`src/rtl/pcm_pkg.sv`:
```
// Constants for the parameter channel message control block
package pcm_pkg;
  localparam int ADDR_W = 7;
  localparam int DATA_W = 8;
  // Register offsets
  localparam logic [6:0] EVENT_LOW_OFF = 7'h05;
  localparam logic [6:0] LONG_BUF_OFF = 7'h20;
  localparam logic [6:0] LONG_ADDR_H_OFF = 7'h28;
  localparam logic [6:0] LONG_ADDR_L_OFF = 7'h29;
  localparam logic [6:0] LONG_OFF_H_OFF = 7'h2A;
  localparam logic [6:0] LONG_OFF_L_OFF = 7'h2B;
  localparam logic [6:0] LONG_CTRL_OFF = 7'h2C;
  localparam logic [6:0] MIRROR_ANS_OFF = 7'h2F;
  localparam logic [6:0] REMOTE_ANS_OFF = 7'h37;
  localparam logic [6:0] EVENT_SHORT_OFF = 7'h3F;
  localparam logic [6:0] REMOTE_LO_OFF = 7'h40;
  localparam logic [6:0] MIRROR_LO_OFF = 7'h60;
  localparam logic [6:0] MIRROR_HI_OFF = 7'h67;
  localparam logic [6:0] SEC_POS_HI_IDX = 7'h04;
  // Field positions
  localparam int LONG_FREE_BIT = 0;
  localparam int SHORT_FREE_BIT = 0;
  localparam int LONG_START_BIT = 0;
  localparam int LONG_DIR_BIT = 6;
  localparam int LONG_ERR_BIT = 5;
  localparam int ONLINE_SHORT_FREE_BIT = 0;
  // Sizes and reset values
  localparam int LONG_BUF_BYTES = 8;
  localparam int SEC_POS_BYTES = 5;
  localparam int MIRROR_REGS = 8;
  localparam logic [7:0] EVENT_LOW_RST = 8'h01;
  localparam logic [7:0] EVENT_SHORT_RST = 8'h01;
  localparam logic [7:0] REG_RST = 8'h00;
endpackage : pcm_pkg

```
`src/rtl/pcm_buf_mem.sv`:
```
// Long message data buffer with host byte port and link fill port
`timescale 1ns/1ps
module pcm_buf_mem #(
  parameter int DEPTH = 8,
  parameter int WIDTH = 8,
  parameter int IDX_W = 3
) (
  // Clock and reset
  input wire logic mclk,
  input wire logic srst,
  // Host byte write
  input wire logic wr_en,
  input wire logic [IDX_W-1:0] wr_idx,
  input wire logic [WIDTH-1:0] wr_data,
  // Whole-buffer fill from the link
  input wire logic fill_en,
  input wire logic [DEPTH*WIDTH-1:0] fill_data,
  // Registered byte read and full contents
  input wire logic [IDX_W-1:0] rd_idx,
  output logic [WIDTH-1:0] rd_data,
  output logic [DEPTH*WIDTH-1:0] flat
);
  logic [WIDTH-1:0] mem_ff [DEPTH];
  logic [WIDTH-1:0] nxt_mem [DEPTH];
  logic [WIDTH-1:0] rd_ff;

  // Link fill wins: returned data must not be torn by a late host write
  always_comb
  begin
    for (int i = 0; i < DEPTH; i++)
    begin
      nxt_mem[i] = mem_ff[i];
      if (fill_en)
        nxt_mem[i] = fill_data[i*WIDTH +: WIDTH];
      else if (wr_en && (wr_idx == IDX_W'(i)))
        nxt_mem[i] = wr_data;
    end
  end

  always_ff @(posedge mclk)
  begin
    if (srst)
    begin
      for (int i = 0; i < DEPTH; i++)
        mem_ff[i] <= '0;
      rd_ff <= '0;
    end
    else
    begin
      for (int i = 0; i < DEPTH; i++)
        mem_ff[i] <= nxt_mem[i];
      rd_ff <= mem_ff[rd_idx];
    end
  end

  assign rd_data = rd_ff;

  genvar g;
  generate
    for (g = 0; g < DEPTH; g++)
    begin : g_flat
      assign flat[g*WIDTH +: WIDTH] = mem_ff[g];
    end
  endgenerate
endmodule : pcm_buf_mem

```
`src/rtl/pcm_ctrl.sv`:
```
// Parameter channel short/long message control and secondary position store
//
// Summary of operation
// Capture secondary position on its every-eighth frame
// Five secondary position bytes, second interface only
// External logic cross checks both safe positions
// External check uses only specified upper bits
// Remote registers mirrored at local 40h-7Fh
// Remote access first interface only, except 60h-67h
// Remote answer to 37h, mirror answer 2Fh
// Host waits for cable-delayed remote answer
// Short free flag low busy, set on answer
// Short free flag is online status bit 0
// Mirror read answer available immediately
// Only one short message outstanding
// Short and long messages run concurrently
// Host loads buffer, address, offset, control registers
// Returned long data written into eight buffers
// Long free flag cleared running, set finished
// Host may clear long free flag directly
// Host reads long data after flag set
`timescale 1ns/1ps
module pcm_ctrl (
  // Clock and reset
  input wire logic mclk,
  input wire logic srst,
  // First safety host interface
  input wire logic [6:0] s1_addr,
  input wire logic s1_wr,
  input wire logic s1_rd,
  input wire logic [7:0] s1_wdata,
  output logic [7:0] s1_rdata,
  output logic s1_rvalid,
  output logic [7:0] s1_online_status,
  // Second safety host interface
  input wire logic [6:0] s2_addr,
  input wire logic s2_rd,
  output logic [7:0] s2_rdata,
  output logic s2_rvalid,
  // Secondary safe position from the frame decoder
  input wire logic link_pos2_valid,
  input wire logic [39:0] link_pos2,
  // Short message link side
  output logic sm_req,
  output logic sm_write,
  output logic [6:0] sm_addr,
  output logic [7:0] sm_wdata,
  input wire logic sm_ans_valid,
  input wire logic [7:0] sm_ans_data,
  // Long message link side
  output logic lm_req,
  output logic [7:0] lm_addr_h,
  output logic [7:0] lm_addr_l,
  output logic [7:0] lm_off_h,
  output logic [7:0] lm_off_l,
  output logic [63:0] lm_data,
  input wire logic lm_done,
  input wire logic lm_err,
  input wire logic [63:0] lm_rd_data
);
  logic [7:0] ev_low_ff, nxt_ev_low, ev_short_ff, nxt_ev_short;
  logic [7:0] mir_ans_ff, nxt_mir_ans, rem_ans_ff, nxt_rem_ans;
  logic [7:0] addr_h_ff, nxt_addr_h, addr_l_ff, nxt_addr_l;
  logic [7:0] off_h_ff, nxt_off_h, off_l_ff, nxt_off_l;
  logic [7:0] mirror_ff [pcm_pkg::MIRROR_REGS];
  logic [7:0] nxt_mirror [pcm_pkg::MIRROR_REGS];
  logic [39:0] pos2_ff, nxt_pos2;
  logic sm_busy_ff, nxt_sm_busy, lm_busy_ff, nxt_lm_busy;
  logic sm_req_ff, nxt_sm_req, sm_write_ff, nxt_sm_write;
  logic [6:0] sm_addr_ff, nxt_sm_addr;
  logic [7:0] sm_wdata_ff, nxt_sm_wdata;
  logic lm_req_ff, nxt_lm_req;
  logic [63:0] lm_data_ff, nxt_lm_data;
  logic rd1_ff, nxt_rd1;
  logic [6:0] rd1_addr_ff, nxt_rd1_addr;
  logic [7:0] s1_rdata_ff, nxt_s1_rdata, s2_rdata_ff, nxt_s2_rdata, online_ff, nxt_online;
  logic s1_rvalid_ff, nxt_s1_rvalid, s2_rvalid_ff, nxt_s2_rvalid;
  logic buf_we, buf_fill;
  logic [7:0] buf_rd;
  logic [63:0] buf_flat;
  logic s1_remote, s1_mirror, s2_mirror, s1_true_remote, sm_take, lm_start;

  assign s1_remote = s1_addr >= pcm_pkg::REMOTE_LO_OFF;
  assign s1_mirror = (s1_addr >= pcm_pkg::MIRROR_LO_OFF) && (s1_addr <= pcm_pkg::MIRROR_HI_OFF);
  assign s2_mirror = (s2_addr >= pcm_pkg::MIRROR_LO_OFF) && (s2_addr <= pcm_pkg::MIRROR_HI_OFF);
  assign s1_true_remote = s1_remote && !s1_mirror && (s1_rd || s1_wr);
  // A request while the previous answer is still out is dropped
  assign sm_take = s1_true_remote && !sm_busy_ff;
  assign lm_start = s1_wr && (s1_addr == pcm_pkg::LONG_CTRL_OFF)
    && s1_wdata[pcm_pkg::LONG_START_BIT] && !lm_busy_ff;
  assign buf_we = s1_wr && (s1_addr[6:3] == pcm_pkg::LONG_BUF_OFF[6:3]);
  assign buf_fill = lm_done && lm_busy_ff && addr_h_ff[pcm_pkg::LONG_DIR_BIT];

  pcm_buf_mem #(
    .DEPTH(pcm_pkg::LONG_BUF_BYTES),
    .WIDTH(8),
    .IDX_W(3)
  ) u_buf (
    .mclk(mclk),
    .srst(srst),
    .wr_en(buf_we),
    .wr_idx(s1_addr[2:0]),
    .wr_data(s1_wdata),
    .fill_en(buf_fill),
    .fill_data(lm_rd_data),
    .rd_idx(s1_addr[2:0]),
    .rd_data(buf_rd),
    .flat(buf_flat)
  );

  always_comb
  begin
    nxt_ev_low = ev_low_ff;
    nxt_ev_short = ev_short_ff;
    nxt_mir_ans = mir_ans_ff;
    nxt_rem_ans = rem_ans_ff;
    nxt_addr_h = addr_h_ff;
    nxt_addr_l = addr_l_ff;
    nxt_off_h = off_h_ff;
    nxt_off_l = off_l_ff;
    nxt_mirror = mirror_ff;
    nxt_pos2 = pos2_ff;
    nxt_sm_busy = sm_busy_ff;
    nxt_lm_busy = lm_busy_ff;
    nxt_sm_req = 1'b0;
    nxt_sm_write = sm_write_ff;
    nxt_sm_addr = sm_addr_ff;
    nxt_sm_wdata = sm_wdata_ff;
    nxt_lm_req = 1'b0;
    nxt_lm_data = lm_data_ff;
    if (link_pos2_valid)
      nxt_pos2 = link_pos2;
    // Long message registers; host writes are ignored while a long message runs
    if (s1_wr && !lm_busy_ff)
    begin
      case (s1_addr)
        pcm_pkg::LONG_ADDR_H_OFF: nxt_addr_h = s1_wdata;
        pcm_pkg::LONG_ADDR_L_OFF: nxt_addr_l = s1_wdata;
        pcm_pkg::LONG_OFF_H_OFF: nxt_off_h = s1_wdata;
        pcm_pkg::LONG_OFF_L_OFF: nxt_off_l = s1_wdata;
        default: ;
      endcase
    end
    // Host clear of the long free flag; a finishing message still sets it
    if (s1_wr && (s1_addr == pcm_pkg::EVENT_LOW_OFF) && s1_wdata[pcm_pkg::LONG_FREE_BIT])
      nxt_ev_low[pcm_pkg::LONG_FREE_BIT] = 1'b0;
    if (lm_start)
    begin
      nxt_lm_busy = 1'b1;
      nxt_lm_req = 1'b1;
      nxt_lm_data = buf_flat;
      nxt_ev_low[pcm_pkg::LONG_FREE_BIT] = 1'b0;
    end
    else if (lm_done && lm_busy_ff)
    begin
      nxt_lm_busy = 1'b0;
      nxt_addr_h[pcm_pkg::LONG_ERR_BIT] = lm_err;
      nxt_ev_low[pcm_pkg::LONG_FREE_BIT] = 1'b1;
    end
    // Short messages are independent of the long message state
    if (sm_take)
    begin
      nxt_sm_busy = 1'b1;
      nxt_sm_req = 1'b1;
      nxt_sm_write = s1_wr;
      nxt_sm_addr = s1_addr;
      nxt_sm_wdata = s1_wdata;
      nxt_ev_short[pcm_pkg::SHORT_FREE_BIT] = 1'b0;
    end
    else if (sm_ans_valid && sm_busy_ff)
    begin
      nxt_sm_busy = 1'b0;
      nxt_rem_ans = sm_ans_data;
      nxt_ev_short[pcm_pkg::SHORT_FREE_BIT] = 1'b1;
      if (sm_addr_ff < pcm_pkg::REMOTE_LO_OFF + 7'(pcm_pkg::MIRROR_REGS))
        nxt_mirror[sm_addr_ff[2:0]] = sm_ans_data;
    end
    // Mirror copies live here, so their answer needs no link round trip
    if (s1_rd && s1_mirror)
      nxt_mir_ans = mirror_ff[s1_addr[2:0]];
    else if (s2_rd && s2_mirror)
      nxt_mir_ans = mirror_ff[s2_addr[2:0]];
  end

  always_comb
  begin
    nxt_rd1 = s1_rd;
    nxt_rd1_addr = s1_rd ? s1_addr : rd1_addr_ff;
    nxt_s1_rvalid = rd1_ff;
    nxt_s2_rvalid = s2_rd;
    nxt_online = 8'h00;
    nxt_online[pcm_pkg::ONLINE_SHORT_FREE_BIT] = nxt_ev_short[pcm_pkg::SHORT_FREE_BIT];
    nxt_s1_rdata = s1_rdata_ff;
    if (rd1_ff)
    begin
      nxt_s1_rdata = 8'h00;
      if (rd1_addr_ff[6:3] == pcm_pkg::LONG_BUF_OFF[6:3])
        nxt_s1_rdata = buf_rd;
      else if ((rd1_addr_ff >= pcm_pkg::MIRROR_LO_OFF) && (rd1_addr_ff <= pcm_pkg::MIRROR_HI_OFF))
        nxt_s1_rdata = mirror_ff[rd1_addr_ff[2:0]];
      else
      begin
        case (rd1_addr_ff)
          pcm_pkg::EVENT_LOW_OFF: nxt_s1_rdata = ev_low_ff;
          pcm_pkg::LONG_ADDR_H_OFF: nxt_s1_rdata = addr_h_ff;
          pcm_pkg::LONG_ADDR_L_OFF: nxt_s1_rdata = addr_l_ff;
          pcm_pkg::LONG_OFF_H_OFF: nxt_s1_rdata = off_h_ff;
          pcm_pkg::LONG_OFF_L_OFF: nxt_s1_rdata = off_l_ff;
          pcm_pkg::MIRROR_ANS_OFF: nxt_s1_rdata = mir_ans_ff;
          pcm_pkg::REMOTE_ANS_OFF: nxt_s1_rdata = rem_ans_ff;
          pcm_pkg::EVENT_SHORT_OFF: nxt_s1_rdata = ev_short_ff;
          default: nxt_s1_rdata = 8'h00;
        endcase
      end
    end
    // Second interface sees the position bytes and the mirrors only
    nxt_s2_rdata = s2_rdata_ff;
    if (s2_rd)
    begin
      nxt_s2_rdata = 8'h00;
      if (s2_addr <= pcm_pkg::SEC_POS_HI_IDX)
        nxt_s2_rdata = pos2_ff[s2_addr[2:0]*8 +: 8];
      else if (s2_mirror)
        nxt_s2_rdata = mirror_ff[s2_addr[2:0]];
    end
  end

  always_ff @(posedge mclk)
  begin
    if (srst)
    begin
      ev_low_ff <= pcm_pkg::EVENT_LOW_RST;
      ev_short_ff <= pcm_pkg::EVENT_SHORT_RST;
      mir_ans_ff <= pcm_pkg::REG_RST;
      rem_ans_ff <= pcm_pkg::REG_RST;
      addr_h_ff <= pcm_pkg::REG_RST;
      addr_l_ff <= pcm_pkg::REG_RST;
      off_h_ff <= pcm_pkg::REG_RST;
      off_l_ff <= pcm_pkg::REG_RST;
      for (int i = 0; i < pcm_pkg::MIRROR_REGS; i++)
        mirror_ff[i] <= pcm_pkg::REG_RST;
      pos2_ff <= '0;
      sm_busy_ff <= 1'b0;
      lm_busy_ff <= 1'b0;
      sm_req_ff <= 1'b0;
      sm_write_ff <= 1'b0;
      sm_addr_ff <= '0;
      sm_wdata_ff <= '0;
      lm_req_ff <= 1'b0;
      lm_data_ff <= '0;
      rd1_ff <= 1'b0;
      rd1_addr_ff <= '0;
      s1_rdata_ff <= '0;
      s2_rdata_ff <= '0;
      s1_rvalid_ff <= 1'b0;
      s2_rvalid_ff <= 1'b0;
      online_ff <= 8'h01;
    end
    else
    begin
      ev_low_ff <= nxt_ev_low;
      ev_short_ff <= nxt_ev_short;
      mir_ans_ff <= nxt_mir_ans;
      rem_ans_ff <= nxt_rem_ans;
      addr_h_ff <= nxt_addr_h;
      addr_l_ff <= nxt_addr_l;
      off_h_ff <= nxt_off_h;
      off_l_ff <= nxt_off_l;
      mirror_ff <= nxt_mirror;
      pos2_ff <= nxt_pos2;
      sm_busy_ff <= nxt_sm_busy;
      lm_busy_ff <= nxt_lm_busy;
      sm_req_ff <= nxt_sm_req;
      sm_write_ff <= nxt_sm_write;
      sm_addr_ff <= nxt_sm_addr;
      sm_wdata_ff <= nxt_sm_wdata;
      lm_req_ff <= nxt_lm_req;
      lm_data_ff <= nxt_lm_data;
      rd1_ff <= nxt_rd1;
      rd1_addr_ff <= nxt_rd1_addr;
      s1_rdata_ff <= nxt_s1_rdata;
      s2_rdata_ff <= nxt_s2_rdata;
      s1_rvalid_ff <= nxt_s1_rvalid;
      s2_rvalid_ff <= nxt_s2_rvalid;
      online_ff <= nxt_online;
    end
  end

  assign s1_rdata = s1_rdata_ff;
  assign s1_rvalid = s1_rvalid_ff;
  assign s1_online_status = online_ff;
  assign s2_rdata = s2_rdata_ff;
  assign s2_rvalid = s2_rvalid_ff;
  assign sm_req = sm_req_ff;
  assign sm_write = sm_write_ff;
  assign sm_addr = sm_addr_ff;
  assign sm_wdata = sm_wdata_ff;
  assign lm_req = lm_req_ff;
  assign lm_addr_h = addr_h_ff;
  assign lm_addr_l = addr_l_ff;
  assign lm_off_h = off_h_ff;
  assign lm_off_l = off_l_ff;
  assign lm_data = lm_data_ff;
endmodule : pcm_ctrl

```
`config.mk`:
```
export PLATFORM = sky130hd
export DESIGN_NAME = pcm_ctrl
export DESIGN_NICKNAME = d
export VERILOG_FILES = /design/src/rtl/pcm_pkg.sv /design/src/rtl/pcm_buf_mem.sv /design/src/rtl/pcm_ctrl.sv
export SDC_FILE = /design/constraint.sdc
export NUM_CORES = 1
export LEC_CHECK = 0
export BUFFER_PORTS_ARGS = -buffer_cell sky130_fd_sc_hd__buf_2
export CORE_AREA = 5 5 168 170
export DETAILED_ROUTE_END_ITERATION = 12
export DIE_AREA = 0 0 173 175
export PLACE_DENSITY = 0.94
export SLEW_MARGIN = 20
export SYNTH_ARGS = -nofsm -noshare
export SYNTH_HDL_FRONTEND = slang
export SYNTH_HIERARCHICAL = 1
export SYNTH_SLANG_ARGS = --single-unit
```
`constraint.sdc`:
```
create_clock -name mclk -period 3.83 [get_ports mclk]
set_input_delay 0.766 -clock mclk [delete_from_list [all_inputs] [get_ports mclk]]
set_output_delay 0.766 -clock mclk [all_outputs]
set_load 0.01 [all_outputs]
```
==> key figures <==
Clock tree
  • Clk Tree Root Cell: clkbuf_16
  • Clk_lat worst skew: roughly 0.55 ns
  • Clock buffer count from CTS: 36
  • Post_cts resized: 0
  • Clock sinks: ~340
  • CTS Buffer Depth: 3
  • TritonCTS clock tree: yes
  • H-tree depth: 2
  • Clk pin slew, worst setup/hold paths: 0.06 ns
  • Hold-fix buffers at CTS: 0
  • Setup Fix Bufs, Post-CTS: 0

Placement
  • Buffers on Ports: 275
  • Dpl ws: 0.883 ns
  • Post-DP HPWL: 36.5 mm
  • RD Place Congestion: 0.974

Worst hold path
  • Hold Path Depth: 2
  • Worst Hold End: lm_data[10]
  • Hold path start: lm_data[10]
  • Hold crit path type: flop to flop

Timing
  • Max Fclk: 395 MHz
  • Max-slew violation count: 0
  • Setup slack after layout: 1.30 ns
  • Layout Skew: approximately 0.050 ns
  • Min Hold Slack: 0.457 ns
  • Final Hold Fails: 0
  • Worst-margin pin slew: 0.999 ns
  • Slew HR: 32.8%
  • Setup Viol. Count Final: 0
  • Final period util: ~66%
  • Period minus WS final: 2.53 ns
  • TNS Setup: 0 ns
  • RSZ-0062 raised after global routing: false

Worst setup path
  • CP Data Required Time: approximately 4.2 ns
  • Worst Path Max Fanout: 32
  • Crit. End Element: flop
  • Reg2Reg Setup Slack: approximately 1.4 ns
  • Critical path class: primary input to flop
  • CP Launch Type: primary input
  • R2R depth: 4
  • Worst path arrival time: between 2 and 3 ns
  • Worst Setup SP: s1_addr[1]
  • FF-to-FF End: s1_rdata[6]
  • Reg2reg start: rd1_addr_ff[0]

Logic synthesis
  • Top cells by area, synth: dfxtp_1, mux2i_1, nand2_1
  • Post-synthesis cell area: 15600 µm²
  • Synth top area share: between 40% and 50%
  • Seq/Total Area, Yosys: 43.0%
  • Top FF cell, synth: dfxtp_1
  • Cells after synthesis: approximately 1700
  • Post-synth ARST share: 0%
  • Syn avg cell area: 9.12 µm²
  • Yosys top cell by area: dfxtp_1
  • Yosys warnings: 6
  • EDFF count, synth: 0
  • Synth Register Bits: roughly 340
  • Post-synthesis cell type count: just over 60

Floorplan
  • Cell Rows: 60
  • Die X: 173 µm
  • Num ports: 283
  • Core area: approximately 27000 µm²
  • Initial Utilization: about three fifths
  • Die Ht: 175 µm
  • Die area: 30300 µm²

Pwr
  • Flop pwr share: around 45%
  • Peak supply drop: 0.357 mV
  • Pwr Density: around 440 nW/µm²
  • Switch Pwr: 1.97 mW
  • Sw frac: 24.5%
  • Leak Pwr: about 7.4 nW
  • Clock group share of total power: around 48%
  • Gate power share: 7.2%
  • P_int: roughly 6.1 mW

Drt
  • Avg WL per Cell: 24.1 µm
  • DR iter-0 viols: 2558
  • First-pass DRT Iterations: 9
  • Final ANT Viol Nets: 0
  • Mean number of vias per cell: around 6.6
  • Drc violations: 0
  • DR vias: 15021
  • Final wirelength: between 50 and 60 mm

Cells and area
  • Post-layout nets: 2036
  • Area growth syn-to-layout: 16.2%
  • Most common cell after layout, fill and taps aside: dfxtp_1
  • Share of layout cells above drive strength 1: 22.2%
  • Post-route core utilization: 68.4%
  • Most frequent cells in the layout: dfxtp_1, nand2_1, buf_2

Global routing
  • Pin count of the biggest net entering global routing: ~210
  • Global-route usage over all layers: 34.4%
  • First-pass GRT wire length: 83.7 mm
  • Vias in the first global route: around 15000
  • Congestion Overflow GR: 0
  • Antenna violations before repair: 3

Job
  • Max cap viols: 0

Outcome
  • Status: finished, final reports clean
-- power groups by stage --
| stage | logic, mW | clock network, mW | registers, mW |
|---|---|---|---|
| floorplan | 0.370 | 0 | 3.67 |
| global placement | 0.542 | 0 | 3.68 |
| detailed placement | 0.557 | 0 | 3.69 |
| CTS | 0.562 | 3.84 | 3.61 |
| global route | 0.612 | 4.01 | 3.62 |
| finish | 0.578 | 3.84 | 3.61 |
-- worst max-delay path by stage --
stage	to	slack [ns]
after global placement	lm_data[0]	0.97
final	lm_off_h[7]	1.30
after detailed placement	lm_off_h[5]	0.88
after floorplan	mir_ans_ff[5]	1.63
after global routing	s1_rdata[7]	1.19
after CTS	lm_off_h[7]	1.35
-- metal layers --
layer	part of all wire, %	GRT usage, %	vias to the layer above	routed length, µm
met4	7.6	21.3	2	4120
met3	13	10.0	328	7170
met1	35	42.1	7029	19000
met5	0.024	0	-	13
met2	44	53.9	1287	24300
li1	-	-	6375	-
-- per-stage QoR --
step,power [mW],cells,instance area [µm²]
2_1_floorplan,4.04,1721,15700
3_3_place_gp,4.22,2196,16800
3_5_place_dp,4.24,2196,16800
4_1_cts,8.02,2262,18200
5_1_grt,8.24,2264,18200
6_report,8.03,2266,18200
-- synth_stat cells, types with 13 or more instances --
| master | instances |
|---|---|
| a211oi_1 | 27 |
| a21oi_1 | 96 |
| a311oi_1 | 48 |
| buf_2 | 45 |
| buf_4 | 18 |
| clkbuf_1 | 71 |
| dfxtp_1 | 336 |
| inv_1 | 13 |
| mux2i_1 | 233 |
| mux4_2 | 47 |
| nand2_1 | 303 |
| nand3_1 | 23 |
| nor2_1 | 251 |
| nor2b_1 | 14 |
| o21ai_0 | 17 |
-- kinds of logic after synthesis --
logic type,share of synthesized area [%]
compound gates,11.1
buf+inv,5.60
flops,43.0
other cells,0.0240
simple gates,18.2
mux,22.1
-- state kept, by name (all words and copies together) (netlist names), 40 cells and up --
signal        flops
lm_data          64
mirror_ff        64
u_buf/mem_ff     64
pos2_ff          40
-- final cells by class --
| cell class | instances | area [µm²] |
|---|---|---|
| Tap cell | 341 | 427 |
| Multi-Input combinational cell | 1212 | 8090 |
| Clock inverter | 24 | 360 |
| Sequential cell | 336 | 6730 |
| Inverter | 13 | 50.0 |
| Antenna cell | 4 | 10.0 |
| Fill cell | 1909 | 8400 |
| Clock buffer | 42 | 953 |
| Timing Repair Buffer | 294 | 1560 |
-- worst max-delay path, stage by stage --
cell and delay (ns):
buf_2 0.47, buf_4 0.49, nor3b_2 0.78, mux2i_1 0.33, nor2_1 0.08
No activity file was read; power rests on OpenSTA's default activity.
